===== src/design/sdv_pkg.sv =====
// constants for the storage display view and erase control block
package sdv_pkg;
  // clock
  localparam longint CLK_PERIOD_NS = 8;
  // view, hold and erase times in natural units
  localparam longint VIEW_TIME_S = 100;
  localparam longint HOLD_LIMIT_MIN = 30;
  localparam longint ERASE_WRITE_MS = 14;
  localparam longint ERASE_RESTORE_MS = 950;
  // hold oscillator period and high share in tenths of a percent
  localparam longint HOLD_PERIOD_US = 1000;
  localparam longint HOLD_DUTY_PERMILLE = 123;
  // settle time after an unfiltered coordinate load
  localparam longint SETTLE_NS = 2000;
  // cycle counts derived from the times, least times rounded up
  localparam longint VIEW_CYC = (VIEW_TIME_S * 1000000000 + CLK_PERIOD_NS - 1) / CLK_PERIOD_NS;
  // minutes to nanoseconds in steps so no literal leaves 32 bits
  localparam longint HOLD_LIMIT_CYC = (HOLD_LIMIT_MIN * 60 * 1000000000 + CLK_PERIOD_NS - 1)
    / CLK_PERIOD_NS;
  localparam longint ERASE_WRITE_CYC = (ERASE_WRITE_MS * 1000000 + CLK_PERIOD_NS - 1)
    / CLK_PERIOD_NS;
  localparam longint ERASE_RESTORE_CYC = (ERASE_RESTORE_MS * 1000000 + CLK_PERIOD_NS - 1)
    / CLK_PERIOD_NS;
  localparam longint HOLD_PERIOD_CYC = (HOLD_PERIOD_US * 1000 + CLK_PERIOD_NS - 1)
    / CLK_PERIOD_NS;
  localparam logic [31:0] SETTLE_CYC = 32'((SETTLE_NS + CLK_PERIOD_NS - 1) / CLK_PERIOD_NS);
  // widths
  localparam int CW = 40;
  localparam int TW = 32;
  // register offsets
  localparam logic [3:0] REG_CTRL = 4'h0;
  localparam logic [3:0] REG_CURSOR_TIME = 4'h4;
  localparam logic [3:0] REG_DOT_TIME = 4'h8;
  localparam logic [3:0] REG_STATUS = 4'hc;
  // field positions and reset values
  localparam int CTRL_FILTER_BIT = 0;
  localparam logic [15:0] CTRL_RESET = 16'h0000;
  localparam logic [15:0] CURSOR_TIME_RESET = 16'h0100;
  localparam logic [15:0] DOT_TIME_RESET = 16'h0040;
  // alphanumeric sequence states
  typedef enum logic [1:0] {SDV_A_IDLE, SDV_A_SETTLE, SDV_A_FIRE} sdv_alpha_t;
endpackage : sdv_pkg


===== src/design/sdv_oneshot.sv =====
// retriggerable-free one-shot timer with a programmable length
`timescale 1ns/1ps
module sdv_oneshot #(
  parameter int W = 32
) (
  // clock and reset
  input wire logic clock,
  input wire logic rst,
  // control
  input wire logic start,
  input wire logic [W-1:0] len,
  // status
  output logic busy,
  output logic done
);
  logic [W-1:0] cnt_r;

  // a zero length behaves as one cycle so the timer never hangs
  always_ff @(posedge clock or posedge rst)
  begin
    if (rst)
    begin
      busy <= 1'b0;
      done <= 1'b0;
      cnt_r <= '0;
    end
    else
    begin
      done <= 1'b0;
      if (start && !busy)
      begin
        busy <= 1'b1;
        cnt_r <= (len == '0) ? '0 : W'(len - W'(1));
      end
      else if (busy)
      begin
        if (cnt_r == '0)
        begin
          busy <= 1'b0;
          done <= 1'b1;
        end
        else
          cnt_r <= W'(cnt_r - W'(1));
      end
    end
  end

  property p_done_on_end;
    @(posedge clock) disable iff (rst) $fell(busy) |-> done;
  endproperty
  a_done_on_end: assert property (p_done_on_end) else $error("one-shot ended without done");
endmodule : sdv_oneshot


===== src/design/sdv_view_ctrl.sv =====
// storage display view, hold, erase, long vector and alphanumeric trigger control
// Function
// flood_on stays true whenever view mode is active
// shift key or new information restarts the 100 second view timer
// running view timer keeps the hold oscillator disabled
// hold mode drives flood_on with a 12.3 percent high square wave
// hold longer than thirty minutes starts an automatic erase
// hardcopy_busy forces flood_on true regardless of hold oscillator
// host requests erase by pulling screen_clear_n low
// long vector pulse is latched for the rest of the vector period
// latched long vector blocks burn_guard_clock_n from cutting the beam
// vector_beam_on_n switches the writing beam during vector draws
// coordinate loaded unfiltered, trigger issued only after a short settle delay
// cursor and dot triggers last their software set intensity times
// filter enable smooths vectors, off lets output follow the converter
// erase is a 14 ms full write then 950 ms restore
// three bit origin shift counter wraps and advances each erase
// reset enters view mode, timer fresh, latch and hold count cleared
`timescale 1ns/1ps
module sdv_view_ctrl #(
  parameter logic [39:0] VIEW_CYC = 40'(sdv_pkg::VIEW_CYC),
  parameter logic [39:0] HOLD_LIMIT_CYC = 40'(sdv_pkg::HOLD_LIMIT_CYC),
  parameter logic [31:0] ERASE_WRITE_CYC = 32'(sdv_pkg::ERASE_WRITE_CYC),
  parameter logic [31:0] ERASE_RESTORE_CYC = 32'(sdv_pkg::ERASE_RESTORE_CYC),
  parameter logic [31:0] HOLD_PERIOD_CYC = 32'(sdv_pkg::HOLD_PERIOD_CYC)
) (
  // clock and reset
  input wire logic clock,
  input wire logic rst,
  // register port
  input wire logic [3:0] addr,
  input wire logic [15:0] wdata,
  input wire logic wr,
  input wire logic rd,
  output logic [15:0] rdata,
  // view activity and hard copy
  input wire logic shift_key,
  input wire logic new_info,
  input wire logic hardcopy_busy,
  input wire logic screen_clear_n,
  // vector drawing
  input wire logic vector_active,
  input wire logic vector_draw,
  input wire logic long_vector_pulse,
  input wire logic burn_guard_clock_n,
  // alphanumeric request
  input wire logic alpha_load,
  input wire logic alpha_is_cursor,
  // tube control outputs
  output logic flood_on,
  output logic full_write,
  output logic erase_restore,
  output logic [2:0] origin_shift,
  output logic vector_beam_on_n,
  output logic filter_en,
  output logic cursor_write_trigger,
  output logic char_dot_trigger
);
  localparam logic [31:0] HOLD_HIGH_CYC =
    32'((64'(HOLD_PERIOD_CYC) * sdv_pkg::HOLD_DUTY_PERMILLE) / 1000);

  logic [39:0] view_cnt_r;
  logic [39:0] hold_dur_r;
  logic [31:0] hold_ph_r;
  logic auto_erase_r;
  logic long_vec_r;
  logic [15:0] ctrl_r;
  logic [15:0] cursor_time_r;
  logic [15:0] dot_time_r;
  logic is_cursor_r;
  sdv_pkg::sdv_alpha_t alpha_r;
  logic view_mode;
  logic erase_req;
  logic erase_start;
  logic write_busy;
  logic write_done;
  logic restore_busy;
  logic restore_done;
  logic settle_busy;
  logic settle_done;
  logic fire_busy;
  logic alpha_start;
  logic [31:0] fire_len;
  logic erasing;
  logic long_vec_nxt;

  assign view_mode = (view_cnt_r != '0);
  assign erasing = write_busy | restore_busy;
  // host request is a level; it is ignored while write or restore runs, but a level held into the idle cycle between them restarts the write
  assign erase_req = ~screen_clear_n | auto_erase_r;
  assign erase_start = erase_req & ~erasing;
  assign alpha_start = alpha_load & (alpha_r == sdv_pkg::SDV_A_IDLE);
  assign fire_len = {16'h0000, is_cursor_r ? cursor_time_r : dot_time_r};
  // clear wins over set: a pulse outside the vector period is not latched
  assign long_vec_nxt = vector_active & (long_vec_r | long_vector_pulse);

  // register writes
  always_ff @(posedge clock or posedge rst)
  begin
    if (rst)
    begin
      ctrl_r <= sdv_pkg::CTRL_RESET;
      cursor_time_r <= sdv_pkg::CURSOR_TIME_RESET;
      dot_time_r <= sdv_pkg::DOT_TIME_RESET;
    end
    else if (wr)
    begin
      case (addr)
        sdv_pkg::REG_CTRL: ctrl_r <= wdata & 16'h0001;
        sdv_pkg::REG_CURSOR_TIME: cursor_time_r <= wdata;
        sdv_pkg::REG_DOT_TIME: dot_time_r <= wdata;
        default: ;
      endcase
    end
  end

  // register reads answer one cycle later; unmapped offsets read zero
  always_ff @(posedge clock or posedge rst)
  begin
    if (rst)
      rdata <= 16'h0000;
    else if (rd)
    begin
      case (addr)
        sdv_pkg::REG_CTRL: rdata <= ctrl_r;
        sdv_pkg::REG_CURSOR_TIME: rdata <= cursor_time_r;
        sdv_pkg::REG_DOT_TIME: rdata <= dot_time_r;
        sdv_pkg::REG_STATUS: rdata <= {8'h00, origin_shift, long_vec_r, restore_busy,
          write_busy, ~view_mode, view_mode};
        default: rdata <= 16'h0000;
      endcase
    end
    else
      rdata <= 16'h0000;
  end

  // view timer; a finished erase counts as new information on the tube
  always_ff @(posedge clock or posedge rst)
  begin
    if (rst)
      view_cnt_r <= VIEW_CYC;
    else if (shift_key || new_info || restore_done)
      view_cnt_r <= VIEW_CYC;
    else if (view_mode)
      view_cnt_r <= 40'(view_cnt_r - 40'd1);
  end

  // hold oscillator phase, held at zero while the view timer runs
  always_ff @(posedge clock or posedge rst)
  begin
    if (rst)
      hold_ph_r <= '0;
    else if (view_mode)
      hold_ph_r <= '0;
    else if (hold_ph_r == 32'(HOLD_PERIOD_CYC - 32'd1))
      hold_ph_r <= '0;
    else
      hold_ph_r <= 32'(hold_ph_r + 32'd1);
  end

  // hold duration; crossing the limit fires one automatic erase
  always_ff @(posedge clock or posedge rst)
  begin
    if (rst)
    begin
      hold_dur_r <= '0;
      auto_erase_r <= 1'b0;
    end
    else
    begin
      auto_erase_r <= 1'b0;
      if (view_mode || erasing)
        hold_dur_r <= '0;
      else if (hold_dur_r == HOLD_LIMIT_CYC)
      begin
        hold_dur_r <= '0;
        auto_erase_r <= 1'b1;
      end
      else
        hold_dur_r <= 40'(hold_dur_r + 40'd1);
    end
  end

  // flood guns: view, hard copy or the high share of the hold wave
  always_ff @(posedge clock or posedge rst)
  begin
    if (rst)
      flood_on <= 1'b1;
    else
      flood_on <= view_mode | hardcopy_busy | (hold_ph_r < HOLD_HIGH_CYC);
  end

  // erase phases: full write then erase and restore
  sdv_oneshot #(.W(32)) u_write (
    .clock(clock),
    .rst(rst),
    .start(erase_start),
    .len(ERASE_WRITE_CYC),
    .busy(write_busy),
    .done(write_done)
  );
  sdv_oneshot #(.W(32)) u_restore (
    .clock(clock),
    .rst(rst),
    .start(write_done),
    .len(ERASE_RESTORE_CYC),
    .busy(restore_busy),
    .done(restore_done)
  );

  // erase outputs and the origin shift counter
  always_ff @(posedge clock or posedge rst)
  begin
    if (rst)
    begin
      full_write <= 1'b0;
      erase_restore <= 1'b0;
      origin_shift <= 3'h0;
    end
    else
    begin
      full_write <= write_busy;
      erase_restore <= restore_busy;
      if (erase_start)
        origin_shift <= 3'(origin_shift + 3'd1);
    end
  end

  // long vector latch and beam control
  always_ff @(posedge clock or posedge rst)
  begin
    if (rst)
    begin
      long_vec_r <= 1'b0;
      vector_beam_on_n <= 1'b1;
    end
    else
    begin
      long_vec_r <= long_vec_nxt;
      // burn guard only cuts the beam when no long vector is held
      vector_beam_on_n <= ~(vector_draw & (long_vec_nxt | burn_guard_clock_n));
    end
  end

  // alphanumeric sequence: unfiltered load, settle, then one intensity pulse
  always_ff @(posedge clock or posedge rst)
  begin
    if (rst)
    begin
      alpha_r <= sdv_pkg::SDV_A_IDLE;
      is_cursor_r <= 1'b0;
    end
    else
    begin
      case (alpha_r)
        sdv_pkg::SDV_A_IDLE:
          if (alpha_load)
          begin
            alpha_r <= sdv_pkg::SDV_A_SETTLE;
            is_cursor_r <= alpha_is_cursor;
          end
        sdv_pkg::SDV_A_SETTLE:
          if (settle_done)
            alpha_r <= sdv_pkg::SDV_A_FIRE;
        sdv_pkg::SDV_A_FIRE:
          if (!fire_busy && !settle_done)
            alpha_r <= sdv_pkg::SDV_A_IDLE;
        default: alpha_r <= sdv_pkg::SDV_A_IDLE;
      endcase
    end
  end

  sdv_oneshot #(.W(32)) u_settle (
    .clock(clock),
    .rst(rst),
    .start(alpha_start),
    .len(sdv_pkg::SETTLE_CYC),
    .busy(settle_busy),
    .done(settle_done)
  );
  sdv_oneshot #(.W(32)) u_fire (
    .clock(clock),
    .rst(rst),
    .start(settle_done),
    .len(fire_len),
    .busy(fire_busy),
    .done()
  );

  // trigger and filter outputs; filtering is forced off for the whole alpha sequence
  always_ff @(posedge clock or posedge rst)
  begin
    if (rst)
    begin
      cursor_write_trigger <= 1'b0;
      char_dot_trigger <= 1'b0;
      filter_en <= 1'b0;
    end
    else
    begin
      cursor_write_trigger <= fire_busy & is_cursor_r;
      char_dot_trigger <= fire_busy & ~is_cursor_r;
      filter_en <= ctrl_r[sdv_pkg::CTRL_FILTER_BIT] & (alpha_r == sdv_pkg::SDV_A_IDLE)
        & ~alpha_load;
    end
  end

  // checks
  property p_view_flood;
    @(posedge clock) disable iff (rst) view_mode |=> flood_on;
  endproperty
  a_view_flood: assert property (p_view_flood) else $error("flood off in view mode");
  property p_view_restart;
    @(posedge clock) disable iff (rst) (shift_key || new_info) |=> view_mode [*8];
  endproperty
  a_view_restart: assert property (p_view_restart) else $error("view not held");
  property p_osc_off;
    @(posedge clock) disable iff (rst) view_mode |=> hold_ph_r == '0;
  endproperty
  a_osc_off: assert property (p_osc_off) else $error("hold oscillator ran in view");
  property p_hold_wave;
    @(posedge clock) disable iff (rst) (!view_mode && !hardcopy_busy)
      |=> flood_on == ($past(hold_ph_r) < HOLD_HIGH_CYC);
  endproperty
  a_hold_wave: assert property (p_hold_wave) else $error("hold wave wrong");
  property p_auto_erase;
    @(posedge clock) disable iff (rst) auto_erase_r && !erasing |=> write_busy;
  endproperty
  a_auto_erase: assert property (p_auto_erase) else $error("auto erase missed");
  property p_hardcopy;
    @(posedge clock) disable iff (rst) hardcopy_busy |=> flood_on;
  endproperty
  a_hardcopy: assert property (p_hardcopy) else $error("flood off in hard copy");
  property p_latch_hold;
    @(posedge clock) disable iff (rst) long_vec_r && vector_active |=> long_vec_r;
  endproperty
  a_latch_hold: assert property (p_latch_hold) else $error("long vector latch lost");
  property p_guard_blocked;
    @(posedge clock) disable iff (rst) (long_vec_r && vector_active && vector_draw)
      |=> !vector_beam_on_n;
  endproperty
  a_guard_blocked: assert property (p_guard_blocked) else $error("beam cut on long vector");
  property p_beam_off;
    @(posedge clock) disable iff (rst) !vector_draw |=> vector_beam_on_n;
  endproperty
  a_beam_off: assert property (p_beam_off) else $error("beam on without draw");
  property p_trig_unfiltered;
    @(posedge clock) disable iff (rst) (cursor_write_trigger || char_dot_trigger) |-> !filter_en;
  endproperty
  a_trig_unfiltered: assert property (p_trig_unfiltered) else $error("trigger while filtered");
  property p_erase_order;
    @(posedge clock) disable iff (rst) $fell(write_busy) |=> restore_busy;
  endproperty
  a_erase_order: assert property (p_erase_order) else $error("restore did not follow");
  property p_origin_step;
    @(posedge clock) disable iff (rst) erase_start |=> origin_shift == 3'($past(origin_shift) + 3'd1);
  endproperty
  a_origin_step: assert property (p_origin_step) else $error("origin shift not advanced");
  c_erase: cover property (@(posedge clock) disable iff (rst) restore_done);
  c_hold: cover property (@(posedge clock) disable iff (rst) !view_mode && !flood_on);
  c_cursor: cover property (@(posedge clock) disable iff (rst) cursor_write_trigger);
  c_long: cover property (@(posedge clock) disable iff (rst) long_vec_r && vector_draw);
endmodule : sdv_view_ctrl


===== config.mk =====
export PLATFORM = sky130hd
export DESIGN_NAME = sdv_view_ctrl
export DESIGN_NICKNAME = d
export VERILOG_FILES = /design/src/design/sdv_pkg.sv /design/src/design/sdv_oneshot.sv /design/src/design/sdv_view_ctrl.sv
export SDC_FILE = /design/constraint.sdc
export NUM_CORES = 1
export LEC_CHECK = 0
export ABC_AREA = 0
export BUFFER_PORTS_ARGS = -buffer_cell sky130_fd_sc_hd__buf_2
export CORE_MARGIN = 5
export CORE_UTILIZATION = 35
export DETAILED_ROUTE_END_ITERATION = 6
export PLACE_DENSITY_LB_ADDON = 0.15
export SYNTH_ARGS = -nofsm -noshare
export SYNTH_HDL_FRONTEND = slang
export SYNTH_HIERARCHICAL = 1
export SYNTH_SLANG_ARGS = --single-unit

===== constraint.sdc =====
create_clock -name clock -period 6.4 [get_ports clock]
set_input_delay 1.28 -clock clock [delete_from_list [all_inputs] [get_ports clock]]
set_output_delay 1.28 -clock clock [all_outputs]
set_load 0.005 [all_outputs]

==> After elaboration in Yosys (flattened, before gate mapping) <==
Index checks and enable logic that the tools add are counted.
Widths: inputs -> output; s select.
{ "totals": {"regBits": 311, "input_bits": 34, "out_inout_bits": 26, "wordCells": 158} }
{ "op_classes": {"addsub": 9, "n_lt_le_gt_ge": 1, "n_eq_ne": 14, "n_mux": 49, "n_bitwise": 20, "n_reduce_logical": 35} }
{ "ops": {"columns": ["cell", "n"], "rows": [
  ["$mux 32", 15],
  ["$logic_not 32->1", 5],
  ["$mux 40", 4],
  ["$sub 32x1->32 const B", 4],
  ["$pmux 16 s4", 1],
  ["$add 40x1->40 const B", 1],
  ["$eq 40x38->1 const B", 1],
  ["$reduce_bool 40->1", 1],
  ["$sub 40x1->40 const B", 1],
  ["$add 32x1->32 const B", 1],
  ["$eq 32x17->1 const B", 1],
  ["$lt 32x14->1 const B", 1],
  ["$mux 16", 2],
  ["$mux 1", 23],
  ["$sub 16x1->17 const B", 1],
  ["$reduce_and 2->1", 8],
  ["$ne 2x1->1 const B", 5],
  ["$reduce_bool 2->1", 5],
  ["$and 1x1->1", 8],
  ["$eq 4x4->1 const B", 2],
  ["$mux 2", 3],
  ["$not 1->1", 6],
  ["$or 1x1->1", 6],
  ["$pmux 2 s3", 1],
  ["other kinds (11)", 22]
]} }

==> Logic depth before layout (Yosys ltp) <==
Gate-level depths: netlist of the first run.
{ "logic_depth": {"ltp_word": 6, "mapped_depth": 10, "depth_no_buf": 8} }

==> By module <==
Netlist of the first run, hierarchy kept.
{ "modules_own_cells": {"columns": ["module", "instances", "cells_each", "area_each_um2", "seq_area_each_um2"], "rows": [
  ["sdv_oneshot", 4, 332, 2710.1, 850.8],
  ["sdv_view_ctrl", 1, 802, 8431.8, 4428.0]
]} }

==> Worst setup path before layout of the first run <==
OpenSTA, ideal clock, no wires.
{ "synth_path": {"path_kind": "reg-to-reg", "startpoint": "reg is_cursor_r", "endpoint": "reg u_fire.cnt_r[0]", "setup_time_ps": 127, "arrival_time_ps": 2836, "t_required_ps": 6273, "setup_slack_ps": 3436, "stages_incl_launch_ff": 11, "path_buffers": 3, "synth_period_minus_slack_ps": 2964, "path_cell_list": "dfrtp_1 clkbuf_1 buf_1 mux2_2 nor4_1 nand4bb_1 nor3_2 a21o_1 buf_2 o22ai_1 mux2_1"} }
{ "synth_via": {"elab_chain_len": 4, "word_cells_on_any_way": 5, "classes_between": "add/sub: 1; mux: 3; reduce/logical: 1"} }
{ "synth_lines": {"columns": ["item", "line_no", "source"], "rows": [
  ["start, declared", "sdv_view_ctrl.sv:70", "logic is_cursor_r;"],
  ["start signal, assigned", "sdv_view_ctrl.sv:260", "is_cursor_r <= alpha_is_cursor;"],
  ["$mux 16", "sdv_view_ctrl.sv:93", "assign fire_len = {16'h0000, is_cursor_r ? cursor_time_r : dot_time_r};"],
  ["via fire_len[14]", "sdv_view_ctrl.sv:83", "logic [31:0] fire_len;"],
  ["$logic_not 32->1", "sdv_oneshot.sv:33", "cnt_r <= (len == '0) ? '0 : W'(len - W'(1));"],
  ["$mux 32", "sdv_oneshot.sv:33", null],
  ["$mux 32", "sdv_oneshot.sv:30", "if (start && !busy)"],
  ["end signal, assigned", "sdv_oneshot.sv:33", null],
  ["end signal, assigned", "sdv_oneshot.sv:43", "cnt_r <= W'(cnt_r - W'(1));"],
  ["end, declared", "sdv_oneshot.sv:16", "logic [W-1:0] cnt_r;"]
]} }
The timed path passes the listed nets, and every way through them passes these cells.
A chain may end at the register's enable or synchronous reset.

==> Final worst setup path of the first run <==
Ends and elaborated chain as after synthesis.

==> metrics.md, run 1 <==
| Metric | Value |
|---|---|
| Number of warning messages in the yosys log | `6` |
| Clock buffers created by TritonCTS | `39` |
| Status | `complete, no violations` |
| Highest-delay cell along the critical path | `dfrtp_1` |
| Clock latency on the worst-skew pair | `570 ps` |
| Worst Tran Pin Value | `1144 ps` |
| CP bufs+invs | `0` |
| Final hold slack | `458.8 ps` |
| Core Box Area | `0.05477 mm^2` |
| Starting DRT DRC Count | `1319` |
| Static Leak | `9.282 nW` |
| Crit-path leading delay family | `simple AND/OR/NAND/NOR gates` |
| Worst Path Class, Setup | `reg -> reg` |
| IO Port Bufs | `59` |
| Non-filler cells, final | `3329` |
| Die Ht | `244.5 um` |
| Count of H-tree levels built during CTS | `2` |
| First drt pass iteration count | `5` |
| Tot GR Track Use | `0.1788` |
| Post-route core utilization | `0.4234` |
| Drt via density | `5.163` |
| Headroom to the max-slew limit | `0.2357` |
| Maximum cell stage delay along the critical path | `790 ps` |
| Initial Util | `0.3514` |
| Tmin final | `3510 ps` |
| Skew final | `17.96 ps` |
| Fin crit share | `0.5484` |
| Largest net degree at the start of global routing | `138` |
| Hold-fix buffers, CTS | `0` |
| Synth-to-Final Area Change | `20.48%` |
| Highest Clock Rate | `284.9 MHz` |
| DIE WIDTH | `244.5 um` |
| Cell-by-cell listing of the critical path | `mux2_2, nor3_1, nand3_1, nor3_2, a21o_1, o22ai_1, mux2_1` |
| Number of primary I/O pins | `60` |
| Final count of pins violating max slew | `0` |
| Post-Place Cell Area | `0.02181 mm^2` |
| Setup-violating endpoint count in the final report | `0` |
| Global-route wire length before repair | `88550 um` |
| Aggregate global routing overflow | `0` |
| Number of core rows | `86` |
| Setup Total Neg Slack | `0 ps` |
| Via count of the first global-routing pass | `16550` |
| Number of placed instances with taps included | `3255` |
| Number of violations of the max-capacitance limit | `0` |
| Top fanout value on the critical path | `19` |
| Post-CTS Resized | `0` |
| Avg Synthesized Cell Area | `9.040 um^2` |
| Worst endpoint data arrival time | `3960 ps` |
| Final #Nets | `2643` |
| HPWL Detailed | `38250 um` |
| Maximum buffer depth of the clock tree | `3` |
| Initial antenna violation count | `3` |
| Final Hold Fails | `0` |
| DRC violations left | `0` |
| Final design instance area without fill | `0.02319 mm^2` |
| Clock Root Buffer | `clkbuf_16` |
| Final routed wire length divided by cell count | `16.31 um` |
| Crit path launch type | `register` |
| Total Die Area | `0.05978 mm^2` |
| Final ANT Viol Nets | `0` |
| Required time worst endpoint | `6850 ps` |
| P per Cell Area | `226.8 mW/mm^2` |
| Vias post-DR | `17190` |
| CTS tree | `done` |
| Cell area after synthesis | `0.01925 mm^2` |
| Gate Count Post-Synth | `2129` |
| RD Place Congestion | `0.8537` |
| Number of buffers inserted to repair setup after CTS | `0` |
| Clock transition at the register clock pins on the worst setup and hold paths after CTS | `60 ps` |
| Type of the most critical hold path | `reg -> reg` |
| Clock sink count | `311` |
| Share of cells above drive strength 1 | `0.1121` |
| Worst setup EP type | `register` |
| RSZ-0062 raised after global routing | `no` |
| Routed WL | `54310 um` |
| Worst voltage drop across the vdd grid | `0.1606 mV` |
==> routing by layer <==
metal / wire length [um] / GRT usage
met2: 24290 / 0.2823
met4: 901 / 0.03894
met1: 25960 / 0.2563
met3: 3131 / 0.03508
met5: 13 / 0
==> state kept, by name (all words and copies together) (netlist names), 2 cells and up <==
| signal | cells |
|---|---|
| u_settle/cnt_r | 32 |
| cursor_time_r | 16 |
| rdata | 16 |
| alpha_r | 2 |
| u_fire/cnt_r | 32 |
| hold_ph_r | 32 |
| hold_dur_r | 40 |
| origin_shift | 3 |
| dot_time_r | 16 |
| view_cnt_r | 40 |
| u_restore/cnt_r | 32 |
| u_write/cnt_r | 32 |
==> final cells by class <==
type,count,area (um^2)
clock inverters,20,259.0
well taps,704,880.8
diodes,2,5.005
fillers,5495,31580
flip-flops and latches,311,7806
inverters,60,232.7
clock buffers,52,1115
repair buffers,78,437.9
multi-input cells,2102,12450
==> worst reg2reg max path, cell delays in order (launching register included) <==
cell and delay [ps]:
dfrtp_1 790, mux2_2 450, nor3_1 250, nand3_1 410, nor3_2 540, a21o_1 510
o22ai_1 120, mux2_1 310
==> through the flow <==
step	setup slack, ps	total power [mW]
final	2890	5.260
after global routing	2652	5.518
after CTS	2938	5.317
after detailed placement	2662	2.909
after global placement	2623	2.895
after floorplan	377.9	2.726
==> report_power, final <==
| part | internal, mW | switching (mW) | leakage (nW) |
|---|---|---|---|
| Combinational | 0.269 | 0.374 | 4.83 |
| Clock | 1.44 | 0.925 | 0.692 |
| Sequential | 2.09 | 0.159 | 3.76 |
| Total | 3.80 | 1.46 | 9.28 |
==> final timing paths <==
| kind | endpoint | startpoint | slack [ps] | cells after the start |
|---|---|---|---|---|
| hold / removal | hold_ph_r[0]$_DFF_PP0_ | hold_ph_r[0]$_DFF_PP0_ | 460 | 1 |
| setup reg to reg | u_fire/cnt_r[0]$_DFFE_PP0P_ | is_cursor_r$_DFFE_PP0P_ | 2890 | 7 |
| max in group asynchronous | view_cnt_r[12]$_DFFE_PP1P_ | rst | 4260 | 3 |
| setup / recovery | u_fire/cnt_r[0]$_DFFE_PP0P_ | is_cursor_r$_DFFE_PP0P_ | 2890 | 7 |
| min in group asynchronous | u_settle/cnt_r[10]$_DFFE_PP0P_ | rst | 890 | 3 |
| hold reg to reg | hold_ph_r[0]$_DFF_PP0_ | hold_ph_r[0]$_DFF_PP0_ | 460 | 1 |
==> placed cells by master, fill, tap and decap left out, types with 65 or more instances in the layout <==
cell	n
nor4_1	91
nor2_1	253
nand2_1	163
a21oi_1	74
or3_1	65
mux2_2	65
xnor2_1	70
nand3_1	82
dfrtp_1	292
xor2_1	110
conb_1	419
nor3_1	110
Note: power is estimated with default switching activity, not from simulation.
==> run 2: changes to the inputs <==
==> constraint.sdc (replaced) <==
create_clock -name clock -period 3.1 [get_ports clock]
set_input_delay 0.62 -clock clock [delete_from_list [all_inputs] [get_ports clock]]
set_output_delay 0.62 -clock clock [all_outputs]
set_load 0.005 [all_outputs]
==> run 2 against run 1 <==
Against the previous run:
- die area stayed put
- global-route usage is 0.24 points higher
- cell count grew 1.9%
- sequential share of layout area is 0.59 points lower
- cell area rose by 1.8%
- critical path depth up 2
- sequential cell count did not move
- total power grew 100%
- first-iteration DRC count fell by 6.1%
- combinational power up 110%
- critical endpoint is now u_fire/cnt_r[1]$_DFFE_PP0P_
==> metrics.md, run 2 (synthesis results as in run 1) <==
| Metric | Value |
|---|---|
| Non-filler cells, final | `3391 (was 3329)` |
| Worst flop-to-flop path startpoint | `is_cursor_r$_DFFE_PP0P_ (unchanged)` |
| Skew final | `28.00 ps (was 17.96 ps)` |
| Clock sink count | `311 (unchanged)` |
| CTS tree | `done (unchanged)` |
| Most frequent CP cell | `buf_4` |
| DIE WIDTH | `244.5 um (unchanged)` |
| Number of buffers inserted to repair setup after CTS | `0 (unchanged)` |
| Fin crit share | `0.9167 (was 0.5484)` |
| IO Port Bufs | `59 (unchanged)` |
| Starting DRT DRC Count | `1238 (was 1319)` |
| Final ANT Viol Nets | `0 (unchanged)` |
| Top fanout value on the critical path | `11 (was 19)` |
| Die Ht | `244.5 um (unchanged)` |
| Synth-to-Final Area Change | `22.62% (was 20.48%)` |
| Hold-fix buffers, CTS | `0 (unchanged)` |
| Clock Root Buffer | `clkbuf_16 (unchanged)` |
| Setup-violating endpoint count in the final report | `0 (unchanged)` |
| Worst Tran Pin Value | `807.8 ps (was 1144 ps)` |
| First drt pass iteration count | `5 (unchanged)` |
| FF-to-FF path depth | `9 (was 7)` |
| Clock buffers created by TritonCTS | `38 (was 39)` |
| RD Place Congestion | `0.9040 (was 0.8537)` |
| Static Leak | `9.546 nW (was 9.282 nW)` |
| Final #Nets | `2706 (was 2643)` |
| Initial antenna violation count | `5 (was 3)` |
| Post-Place Cell Area | `0.02231 mm^2 (was 0.02181 mm^2)` |
| Routed WL | `54550 um (was 54310 um)` |
| Headroom to the max-slew limit | `0.4614 (was 0.2357)` |
| Top flop regs | `hold_dur_r: 40 flops, view_cnt_r: 40 flops (unchanged)` |
| HPWL Detailed | `39830 um (was 38250 um)` |
| P per Cell Area | `448.8 mW/mm^2 (was 226.8 mW/mm^2)` |
| Worst endpoint data arrival time | `3280 ps (was 3960 ps)` |
| Crit path launch type | `register (unchanged)` |
| Number of placed instances with taps included | `3319 (was 3255)` |
| Required time worst endpoint | `3540 ps (was 6850 ps)` |
| Largest net degree at the start of global routing | `104 (was 138)` |
| Global-route wire length before repair | `89820 um (was 88550 um)` |
| Final Hold Fails | `0 (unchanged)` |
| RSZ-0062 raised after global routing | `no (unchanged)` |
| Tot GR Track Use | `0.1812 (was 0.1788)` |
| Final hold slack | `154.7 ps (was 458.8 ps)` |
| Status | `complete, no violations (unchanged)` |
| Number of primary I/O pins | `60 (unchanged)` |
| Maximum cell stage delay along the critical path | `530 ps (was 790 ps)` |
| Highest-delay cell along the critical path | `dfrtp_1 (unchanged)` |
| Aggregate global routing overflow | `0 (unchanged)` |
| Cell-by-cell listing of the critical path | `buf_4, mux2_2, nor3_1, nand3_1, nor3_2, buf_4, a21o_1, o22ai_1, mux2_1 (was mux2_2, nor3_1, nand3_1, nor3_2, a21o_1, o22ai_1, mux2_1)` |
| Drt via density | `5.112 (was 5.163)` |
| Initial Util | `0.3514 (unchanged)` |
| Commonest non-fill, non-tap cell in the layout | `conb_1 (unchanged)` |
| Highest Clock Rate | `351.9 MHz (was 284.9 MHz)` |
| Number of core rows | `86 (unchanged)` |
| Final design instance area without fill | `0.02360 mm^2 (was 0.02319 mm^2)` |
| Final count of pins violating max slew | `0 (unchanged)` |
| Vias post-DR | `17340 (was 17190)` |
| Clock transition at the register clock pins on the worst setup and hold paths after CTS | `60 ps (about the same)` |
| Worst setup EP type | `register (unchanged)` |
| Clock latency on the worst-skew pair | `560 ps (was 570 ps)` |
| Number of violations of the max-capacitance limit | `0 (unchanged)` |
| DRC violations left | `0 (unchanged)` |
| Core Box Area | `0.05477 mm^2 (unchanged)` |
| Worst setup slack before clock tree synthesis | `226.8 ps (was 2662 ps)` |
| Via count of the first global-routing pass | `16890 (was 16550)` |
| Critical path startpoint | `is_cursor_r$_DFFE_PP0P_ (unchanged)` |
| Commonest cells after routing, fill and taps aside | `419 x conb_1, 292 x dfrtp_1, 253 x nor2_1 (unchanged)` |
| RR Endpoint | `u_fire/cnt_r[1]$_DFFE_PP0P_ (was u_fire/cnt_r[0]$_DFFE_PP0P_)` |
| Tmin final | `2842 ps (was 3510 ps)` |
| Count of H-tree levels built during CTS | `2 (unchanged)` |
| Share of cells above drive strength 1 | `0.1319 (was 0.1121)` |
| Type of the most critical hold path | `in -> async (was reg -> reg)` |
| Number of fillers in the final layout | `5395 (was 5495)` |
| Worst voltage drop across the vdd grid | `0.3238 mV (was 0.1606 mV)` |
| Total Die Area | `0.05978 mm^2 (unchanged)` |
| Register-to-register path setup slack | `260 ps (was 2890 ps)` |
| Maximum buffer depth of the clock tree | `3 (unchanged)` |
| Setup Total Neg Slack | `0 ps (unchanged)` |
| Final setup slack of the worst path | `258.3 ps (was 2890 ps)` |
| Worst Path Class, Setup | `reg -> reg (unchanged)` |
| Final routed wire length divided by cell count | `16.09 um (was 16.31 um)` |
| Post-CTS Resized | `0 (unchanged)` |
-- run 2: worst max path at each step --
stage,endpoint,slack (ps),cells past startpoint
final,u_fire/cnt_r[1]$_DFFE_PP0P_,260,9
after global routing,u_fire/cnt_r[1]$_DFFE_PP0P_,30,9
after CTS,u_fire/cnt_r[1]$_DFFE_PP0P_,230,9
after detailed placement,u_fire/cnt_r[1]$_DFFE_PP0P_,230,9
after global placement,u_fire/cnt_r[0]$_DFFE_PP0P_,330,9
after floorplan,u_fire/cnt_r[0]$_DFFE_PP0P_,140,10
-- run 2: final cells by class --
cell class	instances	area, um^2	share of cell area
diodes	3	7.507	0.0003181
clock buffers	51	1091	0.04623
clock inverters	18	191.4	0.008111
inverters	60	229.0	0.009702
multi-input cells	2102	12450	0.5276
flip-flops and latches	311	7806	0.3308
well taps	704	880.8	0.03732
repair buffers	142	943.4	0.03997
-- run 2: routing by layer --
layer | vias to the layer above | wire (um) | part of all wire | track usage
met5 | - | 0 | 0 | 0
met3 | 76 | 3175 | 0.058 | 0.03596
met4 | 0 | 1308 | 0.024 | 0.05545
li1 | 8583 | - | - | -
met1 | 8274 | 25790 | 0.47 | 0.2537
met2 | 402 | 24270 | 0.44 | 0.2850
-- run 2: worst max-delay path, delay by kind of cell, from the launching register on --
family	cells	cell delay (ps)
DFF	1	530
AOI/OAI and AO/OA	2	420
muxes	2	690
and+or+nand+nor	3	640
buffers and inverters	2	420
-- run 2: power breakdown --
part,leakage [nW],switching [mW],internal (mW)
combinational,5.16,0.786,0.583
sequential,3.76,0.301,4.32
clock,0.633,1.86,2.74
-- run 2: through the flow --
step | utilization | power, mW
after floorplan | - | 5.628
after global placement | 0.4074 | 6.002
after detailed placement | 0.4074 | 6.025
after CTS | 0.4308 | 10.69
after global routing | 0.4308 | 11.10
final | 0.4309 | 10.59
